`src/inc/pfsel_pkg.sv`:
```
/*
 pfsel_pkg: register indices, field positions, masks and reset values for the
 pin function selection block of ports D, E and F plus the input-route selectors.
 Assumes a 32-bit AHB-Lite slave decoding haddr[7:2] as the word index.
*/
`default_nettype none
package pfsel_pkg;
   // word indices; byte address is four times the index
   localparam logic [5:0] IDX_SEL_FIRST  = 6'h00;  // ten selection regs 0x00..0x09
   localparam logic [5:0] IDX_SEL_LAST   = 6'h09;
   localparam logic [5:0] IDX_DATA_FIRST = 6'h0A;  // port D, E, F data 0x0A..0x0C
   localparam logic [5:0] IDX_DATA_LAST  = 6'h0C;
   localparam logic [5:0] IDX_CTRL_FIRST = 6'h0D;  // port D, E, F direction 0x0D..0x0F
   localparam logic [5:0] IDX_CTRL_LAST  = 6'h0F;
   localparam logic [5:0] IDX_WAKE_EN    = 6'h10;
   localparam logic [5:0] IDX_BIT_OP     = 6'h11;
   localparam logic [5:0] IDX_PORTA_PINS = 6'h12;

   // order of the ten selection registers
   localparam int SEL_D_LOW  = 0;
   localparam int SEL_D_HIGH = 1;
   localparam int SEL_E_LOW  = 2;
   localparam int SEL_E_HIGH = 3;
   localparam int SEL_F_LOW  = 4;
   localparam int SEL_F_HIGH = 5;
   localparam int ROUTE_CLK  = 6;
   localparam int ROUTE_CAP  = 7;
   localparam int ROUTE_SER  = 8;
   localparam int ROUTE_RX   = 9;

   // implemented bits of each selection register, index order as above
   localparam logic [9:0][7:0] SEL_MASK = {8'h03, 8'h7F, 8'h67, 8'h67, 8'hF0,
                                           8'hFF, 8'h03, 8'hFF, 8'h3F, 8'h3F};
   // implemented pins of ports D, E, F
   localparam logic [2:0][7:0] PORT_MASK = {8'hCF, 8'h1F, 8'h7F};

   localparam logic [7:0] PORT_DATA_RST = 8'hFF;
   localparam logic [7:0] PORT_CTRL_RST = 8'hFF;

   // 2-bit field codes
   localparam logic [1:0] FN_01 = 2'b01;
   localparam logic [1:0] FN_10 = 2'b10;
   localparam logic [1:0] FN_11 = 2'b11;

   // bit positions in the route registers
   localparam int RB_PT1 = 6;
   localparam int RB_PT0 = 5;
   localparam int RB_ST2 = 2;
   localparam int RB_ST1 = 1;
   localparam int RB_ST0 = 0;
   localparam int RB_SCS = 6;
   localparam int RB_SDI = 5;
   localparam int RB_SCK = 4;
   localparam int RB_U1  = 1;
   localparam int RB_U0  = 0;

   // bit-operation command fields
   localparam int BOP_BIT_LSB = 0;
   localparam int BOP_TGT_LSB = 3;
   localparam int BOP_VAL     = 8;

   // port numbers inside the synchroniser array
   localparam int PA = 0;
   localparam int PB = 1;
   localparam int PC = 2;
   localparam int PD = 3;
   localparam int PE = 4;
   localparam int PF = 5;

   typedef struct packed {
      logic [5:0][7:0] syncA;     // first stage
      logic [5:0][7:0] syncB;     // second stage
      logic [7:0]      paPrev;
      logic [9:0][7:0] sel;
      logic [2:0][7:0] pData;
      logic [2:0][7:0] pCtrl;
      logic [7:0]      wakeEn;
      logic            wrPend;
      logic            rdPend;
      logic [5:0]      aIdx;
      logic [31:0]     rdata;
      logic            hrdy;
      logic [2:0][7:0] pinOut;
      logic [2:0][7:0] pinOe;
      logic [4:0]      clkIn;     // st0 st1 st2 pt0 pt1
      logic [4:0]      capIn;
      logic [2:0]      serIn;     // cs data clock
      logic [3:0]      irqIn;
      logic [1:0]      rxIn;      // uart0 uart1
      logic            wake;
      logic            altSupply;
   } pfsel_state_t;
endpackage : pfsel_pkg
`default_nettype wire

```
`src/design/pfsel_port_function_select.sv`:
```
/*
 pfsel_port_function_select: function multiplexer for the pins of ports D, E, F,
 input-source routing for timer, serial, interrupt and uart inputs, port
 data/direction latches and port A wake-up, with an AHB-Lite register slave.
 Assumes all pins are asynchronous to clk and peripheral signals share clk.
*/
// Function
// - PD2 field: 01 periodic timer0 out, 10 uart1 transmit, else gpio.
// - PD1 field 10 routes pin to uart1 receive, else gpio.
// - PD0 field 10 drives standard timer1 output, else gpio.
// - PD6 field 10 drives standard timer2 output, else gpio.
// - PD5 field 10 drives uart0 transmit, else gpio.
// - PD4 field: 01 uart0 receive, 10 periodic timer1 out, else gpio.
// - PE3 at 11 is second spi clock, PE2 at 11 second spi data.
// - PE1: 10 standard timer0 out, 11 spi data; PE0 at 11 spi select.
// - PE4 at 11 becomes alternate io supply input, else gpio.
// - PF3/PF2: 10 serial clock/data, 11 lcd common 3/2, else gpio.
// - PF1/PF0: 10 serial data out/select, 11 lcd common 1/0.
// - PF7: 10 uart1 transmit, 11 standard timer2 out, else gpio.
// - PF6 at 11 connects uart1 receive, else gpio.
// - timer clock selector bit picks primary pin at 0, alternate at 1.
// - timer capture selector bit picks primary pin at 0, alternate at 1.
// - serial select, data, clock inputs pick port A at 0, port F at 1.
// - interrupt selectors pick port A pin at 0, alternate pin at 1.
// - uart receive selectors: uart1 PD1/PF6, uart0 PA6/PD4.
// - unimplemented selection bits ignore writes and read zero.
// - reset sets port data and direction bits high, pins start as inputs.
// - in sleep or idle, falling edge on enabled port A pin wakes.
// - single-bit set or clear reads whole port, modifies, writes back.
`timescale 1ns/1ps
`default_nettype none
module pfsel_port_function_select
   import pfsel_pkg::*;
(
   input  wire logic        clk,
   input  wire logic        sys_rst,
   input  wire logic        hsel,
   input  wire logic [31:0] haddr,
   input  wire logic [1:0]  htrans,
   input  wire logic        hwrite,
   input  wire logic [2:0]  hsize,
   input  wire logic [31:0] hwdata,
   input  wire logic        hready,
   output logic             hreadyout,
   output logic             hresp,
   output logic [31:0]      hrdata,
   input  wire logic [7:0]  paIn,
   input  wire logic [7:0]  pbIn,
   input  wire logic [7:0]  pcIn,
   input  wire logic [7:0]  pdIn,
   output logic [7:0]       pdOut,
   output logic [7:0]       pdOe,
   input  wire logic [7:0]  peIn,
   output logic [7:0]       peOut,
   output logic [7:0]       peOe,
   input  wire logic [7:0]  pfIn,
   output logic [7:0]       pfOut,
   output logic [7:0]       pfOe,
   input  wire logic        periodicTimer0Output,
   input  wire logic        periodicTimer1Output,
   input  wire logic        standardTimer0Output,
   input  wire logic        standardTimer1Output,
   input  wire logic        standardTimer2Output,
   input  wire logic        uart0Transmit,
   input  wire logic        uart1Transmit,
   input  wire logic        secondSpiClock,
   input  wire logic        secondSpiDataOut,
   input  wire logic        secondSpiChipSelect,
   input  wire logic        serialClkOut,
   input  wire logic        serialClkOe,
   input  wire logic        serialDataOut,
   input  wire logic        serialDataOe,
   input  wire logic        serialSdo,
   input  wire logic        serialCsOut,
   input  wire logic [3:0]  lcdCommonLine,
   input  wire logic        sleepOrIdle,
   output logic             standardTimer0ClockIn,
   output logic             standardTimer1ClockIn,
   output logic             standardTimer2ClockIn,
   output logic             periodicTimer0ClockIn,
   output logic             periodicTimer1ClockIn,
   output logic             standardTimer0CaptureIn,
   output logic             standardTimer1CaptureIn,
   output logic             standardTimer2CaptureIn,
   output logic             periodicTimer0CaptureIn,
   output logic             periodicTimer1CaptureIn,
   output logic             serialCsIn,
   output logic             serialDataIn,
   output logic             serialClkIn,
   output logic [3:0]       externalIrqIn,
   output logic             uart0Receive,
   output logic             uart1Receive,
   output logic             wakeUp,
   output logic             alternateIoSupply
);
   import pfsel_pkg::*;

   pfsel_state_t s_q;
   pfsel_state_t s_d;

   // 2-bit selection field of pin pos inside a selection byte
   function automatic logic [1:0] fld(input logic [7:0] r, input logic [1:0] pos);
      fld = r[{pos, 1'b0} +: 2];
   endfunction : fld

   // pick primary pin at 0, alternate at 1
   function automatic logic pick(input logic s, input logic prim, input logic alt);
      pick = s ? alt : prim;
   endfunction : pick

   logic [5:0][7:0] pin;
   logic [7:0]      rmwBase;
   logic [7:0]      rmwNew;
   logic [2:0]      bopTgt;
   logic [2:0]      bopBit;
   logic [7:0]      falling;
   logic [2:0]      portSel;
   logic [3:0]      selSel;

   always_comb begin
      s_d     = s_q;
      pin     = s_q.syncB;   // only the second stage is read by logic
      rmwBase = 8'h00;
      rmwNew  = 8'h00;
      bopTgt  = hwdata[BOP_TGT_LSB +: 3];
      bopBit  = hwdata[BOP_BIT_LSB +: 3];
      portSel = 3'h0;
      selSel  = 4'h0;

      // two-flop synchronisers on every pin input
      s_d.syncA  = {pfIn, peIn, pdIn, pcIn, pbIn, paIn};
      s_d.syncB  = s_q.syncA;
      s_d.paPrev = pin[PA];

      // register writes, data phase
      if (s_q.wrPend) begin
         if (s_q.aIdx <= IDX_SEL_LAST) begin
            selSel = s_q.aIdx[3:0];
            s_d.sel[selSel] = hwdata[7:0] & SEL_MASK[selSel];
         end else if (s_q.aIdx <= IDX_DATA_LAST) begin
            portSel = 3'(s_q.aIdx - IDX_DATA_FIRST);
            s_d.pData[portSel] = hwdata[7:0] & PORT_MASK[portSel];
         end else if (s_q.aIdx <= IDX_CTRL_LAST) begin
            portSel = 3'(s_q.aIdx - IDX_CTRL_FIRST);
            s_d.pCtrl[portSel] = (hwdata[7:0] & PORT_MASK[portSel]) | ~PORT_MASK[portSel];
         end else if (s_q.aIdx == IDX_WAKE_EN) begin
            s_d.wakeEn = hwdata[7:0];
         end else if (s_q.aIdx == IDX_BIT_OP) begin
            // data targets read the pins, so an input pin's level lands in its latch
            if (bopTgt < 3'd3) begin
               rmwBase = pin[PD + 32'(bopTgt)] & PORT_MASK[bopTgt[1:0]];
            end else if (bopTgt < 3'd6) begin
               rmwBase = s_q.pCtrl[bopTgt - 3'd3];
            end
            rmwNew = rmwBase;
            rmwNew[bopBit] = hwdata[BOP_VAL];
            if (bopTgt < 3'd3) begin
               s_d.pData[bopTgt] = rmwNew & PORT_MASK[bopTgt[1:0]];
            end else if (bopTgt < 3'd6) begin
               s_d.pCtrl[bopTgt - 3'd3] = rmwNew | ~PORT_MASK[bopTgt - 3'd3];
            end
         end
      end

      // bus: writes zero-wait, reads take one wait state
      s_d.hrdy = 1'b1;
      if (s_q.rdPend) begin
         s_d.rdPend = 1'b0;
         s_d.rdata  = 32'h0000_0000;
         if (s_q.aIdx <= IDX_SEL_LAST) begin
            s_d.rdata[7:0] = s_q.sel[s_q.aIdx[3:0]];
         end else if (s_q.aIdx <= IDX_DATA_LAST) begin
            portSel = 3'(s_q.aIdx - IDX_DATA_FIRST);
            s_d.rdata[7:0] = pin[PD + 32'(portSel)] & PORT_MASK[portSel];
         end else if (s_q.aIdx <= IDX_CTRL_LAST) begin
            portSel = 3'(s_q.aIdx - IDX_CTRL_FIRST);
            s_d.rdata[7:0] = s_q.pCtrl[portSel] & PORT_MASK[portSel];
         end else if (s_q.aIdx == IDX_WAKE_EN) begin
            s_d.rdata[7:0] = s_q.wakeEn;
         end else if (s_q.aIdx == IDX_PORTA_PINS) begin
            s_d.rdata[7:0] = pin[PA];
         end
      end else if (hready) begin
         s_d.wrPend = hsel & htrans[1] & hwrite;
         s_d.rdPend = hsel & htrans[1] & ~hwrite;
         s_d.aIdx   = haddr[7:2];
         if (hsel & htrans[1] & ~hwrite) begin
            s_d.hrdy = 1'b0;
         end
      end

      // gpio default: drive latch where direction bit is low
      for (int k = 0; k < 3; k++) begin
         s_d.pinOut[k] = s_q.pData[k];
         s_d.pinOe[k]  = ~s_q.pCtrl[k] & PORT_MASK[k];
      end

      // port D
      if (fld(s_q.sel[SEL_D_LOW], 2'd0) == FN_10) begin
         s_d.pinOut[0][0] = standardTimer1Output;
         s_d.pinOe[0][0]  = 1'b1;
      end
      if (fld(s_q.sel[SEL_D_LOW], 2'd1) == FN_10) begin
         s_d.pinOe[0][1] = 1'b0;
      end
      case (fld(s_q.sel[SEL_D_LOW], 2'd2))
         FN_01: begin
            s_d.pinOut[0][2] = periodicTimer0Output;
            s_d.pinOe[0][2]  = 1'b1;
         end
         FN_10: begin
            s_d.pinOut[0][2] = uart1Transmit;
            s_d.pinOe[0][2]  = 1'b1;
         end
         default: begin
         end
      endcase
      case (fld(s_q.sel[SEL_D_HIGH], 2'd0))
         FN_01: begin
            s_d.pinOe[0][4] = 1'b0;
         end
         FN_10: begin
            s_d.pinOut[0][4] = periodicTimer1Output;
            s_d.pinOe[0][4]  = 1'b1;
         end
         default: begin
         end
      endcase
      if (fld(s_q.sel[SEL_D_HIGH], 2'd1) == FN_10) begin
         s_d.pinOut[0][5] = uart0Transmit;
         s_d.pinOe[0][5]  = 1'b1;
      end
      if (fld(s_q.sel[SEL_D_HIGH], 2'd2) == FN_10) begin
         s_d.pinOut[0][6] = standardTimer2Output;
         s_d.pinOe[0][6]  = 1'b1;
      end

      // port E
      if (fld(s_q.sel[SEL_E_LOW], 2'd0) == FN_11) begin
         s_d.pinOut[1][0] = secondSpiChipSelect;
         s_d.pinOe[1][0]  = 1'b1;
      end
      case (fld(s_q.sel[SEL_E_LOW], 2'd1))
         FN_10: begin
            s_d.pinOut[1][1] = standardTimer0Output;
            s_d.pinOe[1][1]  = 1'b1;
         end
         FN_11: begin
            s_d.pinOut[1][1] = secondSpiDataOut;
            s_d.pinOe[1][1]  = 1'b1;
         end
         default: begin
         end
      endcase
      if (fld(s_q.sel[SEL_E_LOW], 2'd2) == FN_11) begin
         s_d.pinOut[1][2] = secondSpiDataOut;
         s_d.pinOe[1][2]  = 1'b1;
      end
      if (fld(s_q.sel[SEL_E_LOW], 2'd3) == FN_11) begin
         s_d.pinOut[1][3] = secondSpiClock;
         s_d.pinOe[1][3]  = 1'b1;
      end
      // supply pin must never be driven by the port
      s_d.altSupply = (fld(s_q.sel[SEL_E_HIGH], 2'd0) == FN_11);
      if (s_d.altSupply) begin
         s_d.pinOut[1][4] = 1'b0;
         s_d.pinOe[1][4]  = 1'b0;
      end

      // port F, low four pins
      for (int k = 0; k < 4; k++) begin
         case (fld(s_q.sel[SEL_F_LOW], 2'(k)))
            FN_10: begin
               case (k)
                  0: begin
                     s_d.pinOut[2][0] = serialCsOut;
                     s_d.pinOe[2][0]  = 1'b1;
                  end
                  1: begin
                     s_d.pinOut[2][1] = serialSdo;
                     s_d.pinOe[2][1]  = 1'b1;
                  end
                  2: begin
                     s_d.pinOut[2][2] = serialDataOut;
                     s_d.pinOe[2][2]  = serialDataOe;
                  end
                  default: begin
                     s_d.pinOut[2][3] = serialClkOut;
                     s_d.pinOe[2][3]  = serialClkOe;
                  end
               endcase
            end
            FN_11: begin
               s_d.pinOut[2][k] = lcdCommonLine[k];
               s_d.pinOe[2][k]  = 1'b1;
            end
            default: begin
            end
         endcase
      end
      if (fld(s_q.sel[SEL_F_HIGH], 2'd2) == FN_11) begin
         s_d.pinOe[2][6] = 1'b0;
      end
      case (fld(s_q.sel[SEL_F_HIGH], 2'd3))
         FN_10: begin
            s_d.pinOut[2][7] = uart1Transmit;
            s_d.pinOe[2][7]  = 1'b1;
         end
         FN_11: begin
            s_d.pinOut[2][7] = standardTimer2Output;
            s_d.pinOe[2][7]  = 1'b1;
         end
         default: begin
         end
      endcase

      // input routing; pin functions are input-only so the pin level is shared
      s_d.clkIn[0] = pick(s_q.sel[ROUTE_CLK][RB_ST0], pin[PC][7], pin[PE][0]);
      s_d.clkIn[1] = pick(s_q.sel[ROUTE_CLK][RB_ST1], pin[PD][1], pin[PB][7]);
      s_d.clkIn[2] = pick(s_q.sel[ROUTE_CLK][RB_ST2], pin[PF][6], pin[PB][0]);
      s_d.clkIn[3] = pick(s_q.sel[ROUTE_CLK][RB_PT0], pin[PD][3], pin[PB][2]);
      s_d.clkIn[4] = pick(s_q.sel[ROUTE_CLK][RB_PT1], pin[PD][5], pin[PB][1]);
      s_d.capIn[0] = pick(s_q.sel[ROUTE_CAP][RB_ST0], pin[PC][6], pin[PE][1]);
      s_d.capIn[1] = pick(s_q.sel[ROUTE_CAP][RB_ST1], pin[PD][0], pin[PB][6]);
      s_d.capIn[2] = pick(s_q.sel[ROUTE_CAP][RB_ST2], pin[PD][6], pin[PF][7]);
      s_d.capIn[3] = pick(s_q.sel[ROUTE_CAP][RB_PT0], pin[PD][2], pin[PB][3]);
      s_d.capIn[4] = pick(s_q.sel[ROUTE_CAP][RB_PT1], pin[PD][4], pin[PB][2]);
      s_d.serIn[0] = pick(s_q.sel[ROUTE_SER][RB_SCS], pin[PA][1], pin[PF][0]);
      s_d.serIn[1] = pick(s_q.sel[ROUTE_SER][RB_SDI], pin[PA][4], pin[PF][2]);
      s_d.serIn[2] = pick(s_q.sel[ROUTE_SER][RB_SCK], pin[PA][5], pin[PF][3]);
      s_d.irqIn[0] = pick(s_q.sel[ROUTE_SER][0], pin[PA][1], pin[PA][6]);
      s_d.irqIn[1] = pick(s_q.sel[ROUTE_SER][1], pin[PA][3], pin[PA][7]);
      s_d.irqIn[2] = pick(s_q.sel[ROUTE_SER][2], pin[PA][4], pin[PD][0]);
      s_d.irqIn[3] = pick(s_q.sel[ROUTE_SER][3], pin[PA][5], pin[PC][7]);
      s_d.rxIn[0]  = pick(s_q.sel[ROUTE_RX][RB_U0], pin[PA][6], pin[PD][4]);
      s_d.rxIn[1]  = pick(s_q.sel[ROUTE_RX][RB_U1], pin[PD][1], pin[PF][6]);

      // wake pulse on an enabled port A falling edge
      falling  = s_q.paPrev & ~pin[PA] & s_q.wakeEn;
      s_d.wake = sleepOrIdle & (|falling);
   end

   always_ff @(posedge clk) begin
      if (sys_rst) begin
         s_q       <= '0;
         s_q.pData <= {3{PORT_DATA_RST}};
         s_q.pCtrl <= {3{PORT_CTRL_RST}};
         s_q.hrdy  <= 1'b1;
      end else begin
         s_q <= s_d;
      end
   end

   assign hreadyout = s_q.hrdy;
   assign hresp     = 1'b0;
   assign hrdata    = s_q.rdata;
   assign pdOut     = s_q.pinOut[0];
   assign pdOe      = s_q.pinOe[0];
   assign peOut     = s_q.pinOut[1];
   assign peOe      = s_q.pinOe[1];
   assign pfOut     = s_q.pinOut[2];
   assign pfOe      = s_q.pinOe[2];

   assign standardTimer0ClockIn   = s_q.clkIn[0];
   assign standardTimer1ClockIn   = s_q.clkIn[1];
   assign standardTimer2ClockIn   = s_q.clkIn[2];
   assign periodicTimer0ClockIn   = s_q.clkIn[3];
   assign periodicTimer1ClockIn   = s_q.clkIn[4];
   assign standardTimer0CaptureIn = s_q.capIn[0];
   assign standardTimer1CaptureIn = s_q.capIn[1];
   assign standardTimer2CaptureIn = s_q.capIn[2];
   assign periodicTimer0CaptureIn = s_q.capIn[3];
   assign periodicTimer1CaptureIn = s_q.capIn[4];
   assign serialCsIn              = s_q.serIn[0];
   assign serialDataIn            = s_q.serIn[1];
   assign serialClkIn             = s_q.serIn[2];
   assign externalIrqIn           = s_q.irqIn;
   assign uart0Receive            = s_q.rxIn[0];
   assign uart1Receive            = s_q.rxIn[1];
   assign wakeUp                  = s_q.wake;
   assign alternateIoSupply       = s_q.altSupply;

   // hsize unused: only whole-word transfers are supported
   logic unusedBits;
   assign unusedBits = ^{hsize, haddr[31:8], haddr[1:0]};
endmodule : pfsel_port_function_select
`default_nettype wire

```
`config.mk`:
```
export PLATFORM = sky130hd
export DESIGN_NAME = pfsel_port_function_select
export DESIGN_NICKNAME = d
export VERILOG_FILES = /design/src/inc/pfsel_pkg.sv /design/src/design/pfsel_port_function_select.sv
export SDC_FILE = /design/constraint.sdc
export NUM_CORES = 1
export LEC_CHECK = 0
export ABC_AREA = 1
export BUFFER_PORTS_ARGS = -buffer_cell sky130_fd_sc_hd__buf_2
export CORE_UTILIZATION = 59
export CTS_BUF_LIST = sky130_fd_sc_hd__clkbuf_4
export CTS_CLUSTER_DIAMETER = 60
export DETAILED_ROUTE_END_ITERATION = 8
export PLACE_DENSITY = 0.87
export RECOVER_POWER = 50
export SYNTH_ARGS = -nofsm -noshare
export SYNTH_HDL_FRONTEND = slang
export SYNTH_SLANG_ARGS = --single-unit
```
`constraint.sdc`:
```
create_clock -name clk -period 3.5 [get_ports clk]
set_input_delay 0.175 -clock clk [delete_from_list [all_inputs] [get_ports clk]]
set_output_delay 0.175 -clock clk [all_outputs]
set_load 0.02 [all_outputs]
```
======== Word-level counts from Yosys, hierarchy flattened ========
Memory sizes are Yosys's and may differ from the RTL's. A register that Yosys moved wholly into a read port is not among the register bits.
Index checks and enable logic that the tools add are counted.
operators by class
  add/sub/neg operators ................... 5
  $lt $le $gt $ge ......................... 20
  equal/unequal tests ..................... 32
  multiplexer cells ....................... 108
  bitwise logic cells ..................... 27
  reductions and logical operators ........ 25
operator list
  kind                 number
  $mux 8               28
  $mux 24              6
  $bmux 8 s2           6
  $bwmux 24            4
  $mux 48              2
  $bwmux 80            1
  $and 8x8->8          9
  $demux 8 s2          4
  $bmux 8 s3           2
  $eq 2x2->1 const B   23
  $mux 1               39
  $bmux 8 s4           1
  $demux 8 s4          1
  $not 8->8            4
  $pmux 1 s2           10
  $eq 6x5->1 const B   3
  $le 6x4->1 const B   3
  $or 8x8->8           2
  $reduce_or 2->1      8
  $ge 3x1->1 const B   5
  $lt 3x3->1 const B   5
  $add 2x3->4 const A  2
  $bwmux 8             1
  $lt 4x4->1 const B   2
  other kinds (24)     46
word-level totals
  flip-flop bits (word level) ............. 326
  ROM bits ................................ 128
  input bits .............................. 143
  output and inout bits ................... 103
  word-level logic and storage cells ...... 273
  memories kept ........................... 1
memory list
  memory           depth  bits a word  read ports  clocked after memory_dff  write ports  line                               text
  (no name shown)  16     8            1           1                         0            pfsel_port_function_select.sv:139  s_d.sel[selSel] = hwdata[7:0] & SEL_MASK[selSel];

======== Longest topological paths before layout ========
  depth after elaboration ................. 20
  mapped depth ............................ 19
  gate-level depth less buffers ........... 16

======== Least setup slack after synthesis ========
No wires, ideal clock.
  path kind ............................... flip-flop to flip-flop
  start point ............................. register s_q[102] in the netlist's numbering
  end point ............................... register s_q[128] in the netlist's numbering
  setup time .............................. 126 ps
  data arrival time ....................... 2325 ps
  data required time ...................... 3374 ps
  path slack .............................. 1050 ps
  stages on the path, launching flop included .. 15
  path buffers ............................ 2
  clock period less this slack ............ 2450 ps
  cell sequence ........................... dfxtp_1 -> inv_2 -> clkbuf_1 -> ha_1 -> inv_1 -> nor2_1 -> nand2_1 -> inv_1 -> nor3_4 -> nand3_2 -> buf_4 -> nor2_1 -> nand2_1 -> nand2_1 -> nand2_1
on the way
  longest elaborated chain between the ends .. 7
  elaborated cells between the ends (all ways) .. 25
  those cells by class .................... add/sub: 1; order compare: 5; eq/ne: 4; mux: 6; bitwise: 5; reduce/logical: 4
RTL lines
  item                                                                      line                               text
  start, declared                                                           pfsel_port_function_select.sv:98   pfsel_state_t s_q;
  $sub 3x3->3                                                               pfsel_port_function_select.sv:144  portSel = 3'(s_q.aIdx - IDX_CTRL_FIRST);
  $ge 3x1->1 (implied by the code) (tied with other cells)                  pfsel_port_function_select.sv:145  s_d.pCtrl[portSel] = (hwdata[7:0] & PORT_MASK[portSel]) | ~PORT_MASK[portSel];
  $logic_and 1x1->1 (implied by the code) / $mux 8 (equally long branches)  pfsel_port_function_select.sv:145
  $mux 8 (implied by the code) (tied with other cells)                      pfsel_port_function_select.sv:145
  $demux 8 s2 / $or 8x8->8 (equally long branches)                          pfsel_port_function_select.sv:145
  $bwmux 24                                                                 pfsel_port_function_select.sv:145
  $mux 24                                                                   pfsel_port_function_select.sv:143  end else if (s_q.aIdx <= IDX_CTRL_LAST) begin
Parallel ways exist; a longest one is shown, timed or not. The select of a mux whose other input is x is not followed.
A chain may end at the register's enable or synchronous reset.

==> insert_results.sql <==
INSERT INTO impl_metrics (metric_group, metric, value, unit) VALUES
('grt', 'grt_antenna_before_repair', '1', ''),
('floorplan', 'die-area', '26200', 'sq um'),
('cells_and_area', 'layout_area_growth_over_synthesis', '16.4', '%'),
('cts', 'cts_tree', 'yes', ''),
('detailed_routing', 'detailroute.via_count', '15600', ''),
('cts', 'cts_sinks', '327', ''),
('sta', 'post-route-min-period', '3240', 'ps'),
('cts', 'clkSlewWorstSetupHoldPaths', '70', 'ps'),
('cts', 'clk_path_buf_depth', '3', ''),
('floorplan', 'initial_core_util', '60.1', '%'),
('power_and_ir_drop', 'vdd_drop_max', '0.000343', 'V'),
('worst_setup_path', 'critical-path-top-delay-family', 'buffers and inverters', ''),
('floorplan', 'floorplan.die.height', '162', 'um'),
('power_and_ir_drop', 'leakagePower', '0.00830', 'uW'),
('sta', 'clock.fmax', '0.309', 'GHz'),
('sta', 'rsz0062_at_grt', 'false', ''),
('sta', 'holdWs', '40.6', 'ps'),
('cts', 'hold_buffers', '112', ''),
('worst_setup_path', 'worst_ep_required_time', '4170', 'ps'),
('grt', 'grt_first_pass_wirelength', '81.9', 'mm'),
('place', 'finalWeightedCongestion', '1.03', ''),
('outcome', 'status', 'finished clean', ''),
('detailed_routing', 'drt-total-wl', '53.9', 'mm'),
('cells_and_area', 'finish.instance_area', '17600', 'sq um'),
('worst_setup_path', 'path_class', 'input pin to flip-flop', ''),
('grt', 'global_route_total_overflow', '0', ''),
('logic_synthesis', 'yosysMostFrequentCell', 'sky130_fd_sc_hd__nand2_1', ''),
('cts', 'cts_buffers', '79', ''),
('floorplan', 'floorplan.die.width', '162', 'um'),
('cts', 'cts_root_buf', 'sky130_fd_sc_hd__clkbuf_4', ''),
('worst_setup_path', 'timing.critical_path.mode_cell', 'sky130_fd_sc_hd__dlygate4sd3_1', ''),
('cells_and_area', 'nFillCells', '2063', ''),
('logic_synthesis', 'synth.top_cell.area_share', '43.4', '%'),
('cts', 'later_pin_clock_latency_in_the_skew_report', '730', 'ps'),
('place', 'buffer_ports.inserted', '161', ''),
('cells_and_area', 'fin_nets', '2588', ''),
('cts', 'htree_levels', '3', ''),
('detailed_routing', 'drt_drc_violations_left', '0', ''),
('worst_setup_path', 'worst_path_largest_cell_delay', '910', 'ps'),
('worst_setup_path', 'arrival_time_worst_endpoint', '3910', 'ps'),
('detailed_routing', 'wl_per_cell', '19.2', 'um'),
('floorplan', 'boundary_pins', '246', ''),
('logic_synthesis', 'cell_taking_the_most_area_after_synthesis', 'sky130_fd_sc_hd__dfxtp_1', ''),
('sta', 'period_share', '92.5', '%'),
('cells_and_area', 'layout-drive-gt1-share', '10.8', '%'),
('cts', 'cts_setup_buffers', '0', ''),
('worst_setup_path', 'cp_num_buf_inv', '6', ''),
('power_and_ir_drop', 'power.density_cell_area', '458', 'nW/um^2'),
('sta', 'hold_viol_final', '0', ''),
('logic_synthesis', 'postSynth.asyncResetShare', '0', '%'),
('floorplan', 'fp-row-count', '58', ''),
('logic_synthesis', 'postSynthAreaPerCell', '6.89', 'sq um'),
('detailed_routing', 'first_iter_violations', '1802', ''),
('sta', 'timing_worst_slew_pin_value', '1410', 'ps'),
('sta', 'drv_slew', '0', ''),
('logic_synthesis', 'netlist_top_cells_area', 'sky130_fd_sc_hd__dfxtp_1 43%, sky130_fd_sc_hd__nand2_1 12%, sky130_fd_sc_hd__a21oi_1 7.5%, sky130_fd_sc_hd__inv_1 7.2%, sky130_fd_sc_hd__o21ai_0 7.1%', ''),
('flow_run', 'max_cap_violations', '0', ''),
('logic_synthesis', 'synthesis.instances', '2190', ''),
('logic_synthesis', 'synth_top_cells_by_count', '466 x sky130_fd_sc_hd__nand2_1, 327 x sky130_fd_sc_hd__dfxtp_1, 289 x sky130_fd_sc_hd__inv_1', ''),
('hold_path', 'hold_class', 'input pin to flip-flop', ''),
('detailed_routing', 'drt_first_pass_iters', '6', ''),
('logic_synthesis', 'ys_seq_elements', '327', ''),
('detailed_routing', 'vias_per_cell', '5.57', ''),
('logic_synthesis', 'number_of_enable_type_register_cells_in_the_synthesized_netlist', '0', ''),
('cts', 'cts_resized', '0', ''),
('place', 'dpl.hpwl', '34.9', 'mm'),
('logic_synthesis', 'synth.distinct_cells', '43', ''),
('grt', 'grt_pass1_vias', '15100', ''),
('detailed_routing', 'postRouteAntennaNets', '0', ''),
('worst_setup_path', 'timing.critical_path.to_type', 'flip-flop', ''),
('grt', 'global_router_s_overall_resource_usage', '40.7', '%');
cell usage in the layout, fill, tap and decap left out, drive strengths merged, types with 17 or more instances in the layout:
cell	count
dfxtp	327
clkbuf	178
clkinv	17
nor2	265
a21oi	227
nand3	113
nor3	21
dlygate4sd3	112
nand2	469
inv	303
conb	31
buf	116
ha	17
o21ai	218
worst min-delay path: stages:
cell and delay (ps):
sky130_fd_sc_hd__buf_2 250, sky130_fd_sc_hd__inv_1 200, sky130_fd_sc_hd__a21oi_1 80
metrics by stage:
step	util, %	worst slack (ps)	cells	power (uW)
2_1_floorplan	-	1050	2220	4620
3_3_place_gp	62.1	767	2565	4910
3_5_place_dp	62.1	567	2565	4920
4_1_cts	70.3	527	2803	7950
5_1_grt	69.9	137	2804	8330
6_report	70.0	263	2805	8040
where the power goes:
group	switching, uW	total, uW	internal [uW]
clock network	1570	3050	1480
registers	46.9	3860	3820
logic	781	1130	346
cell families after synthesis:
logic type | count (synthesis) | synth area share, %
simple gates | 884 | 24.1
xor+xnor | 4 | 0.232
flops | 327 | 43.4
other cells | 1 | 0.0248
fa+ha+maj | 17 | 1.41
buf+inv | 476 | 14.4
compound gates | 480 | 16.5
mux | 1 | 0.0663
sequential cells by signal, summed over array words and instances (netlist names), 5 cells and up, named ones only:
| signal | count |
|---|---|
| pfOut | 8 |
| s_d | 57 |
| s_q | 143 |
| pdOut | 8 |
| pfOe | 6 |
| hrdata | 8 |
| peOe | 5 |
| pin | 48 |
| pdOe | 7 |
| peOut | 8 |
cell type report:
class | instances | area, sq um | area share, %
Timing Repair Buffer | 301 | 2050 | 11.7
Multi-Input combinational cell | 1417 | 6490 | 36.9
Antenna cell | 2 | 5.00 | 0.0285
Clock buffer | 105 | 788 | 4.49
Clock inverter | 21 | 139 | 0.791
Tap cell | 330 | 413 | 2.35
Inverter | 302 | 1130 | 6.45
Sequential cell | 327 | 6550 | 37.3
per-layer routing:
metal / share of wire [%] / global-route usage, % / wire length (um) / vias up
li1: - / - / - / 7328
met1: 38 / 48.1 / 20300 / 7122
met2: 46 / 66.2 / 24700 / 959
met3: 10 / 9.88 / 5460 / 221
met4: 6.2 / 26.1 / 3360 / 0
met5: 0 / 0 / 0 / -
final timing paths:
path / start / end / slack, ps / cells after the start
worst max-delay path: sys_rst / s_q[107] / 260 / 8
worst min-delay path: hwdata[5] / s_q[115] / 40 / 3
worst min register to register: s_d[286] / pin[32] / 400 / 2
worst max register to register: s_q[103] / s_d[67] / 500 / 11
No activity file was read; power rests on OpenSTA's default activity.
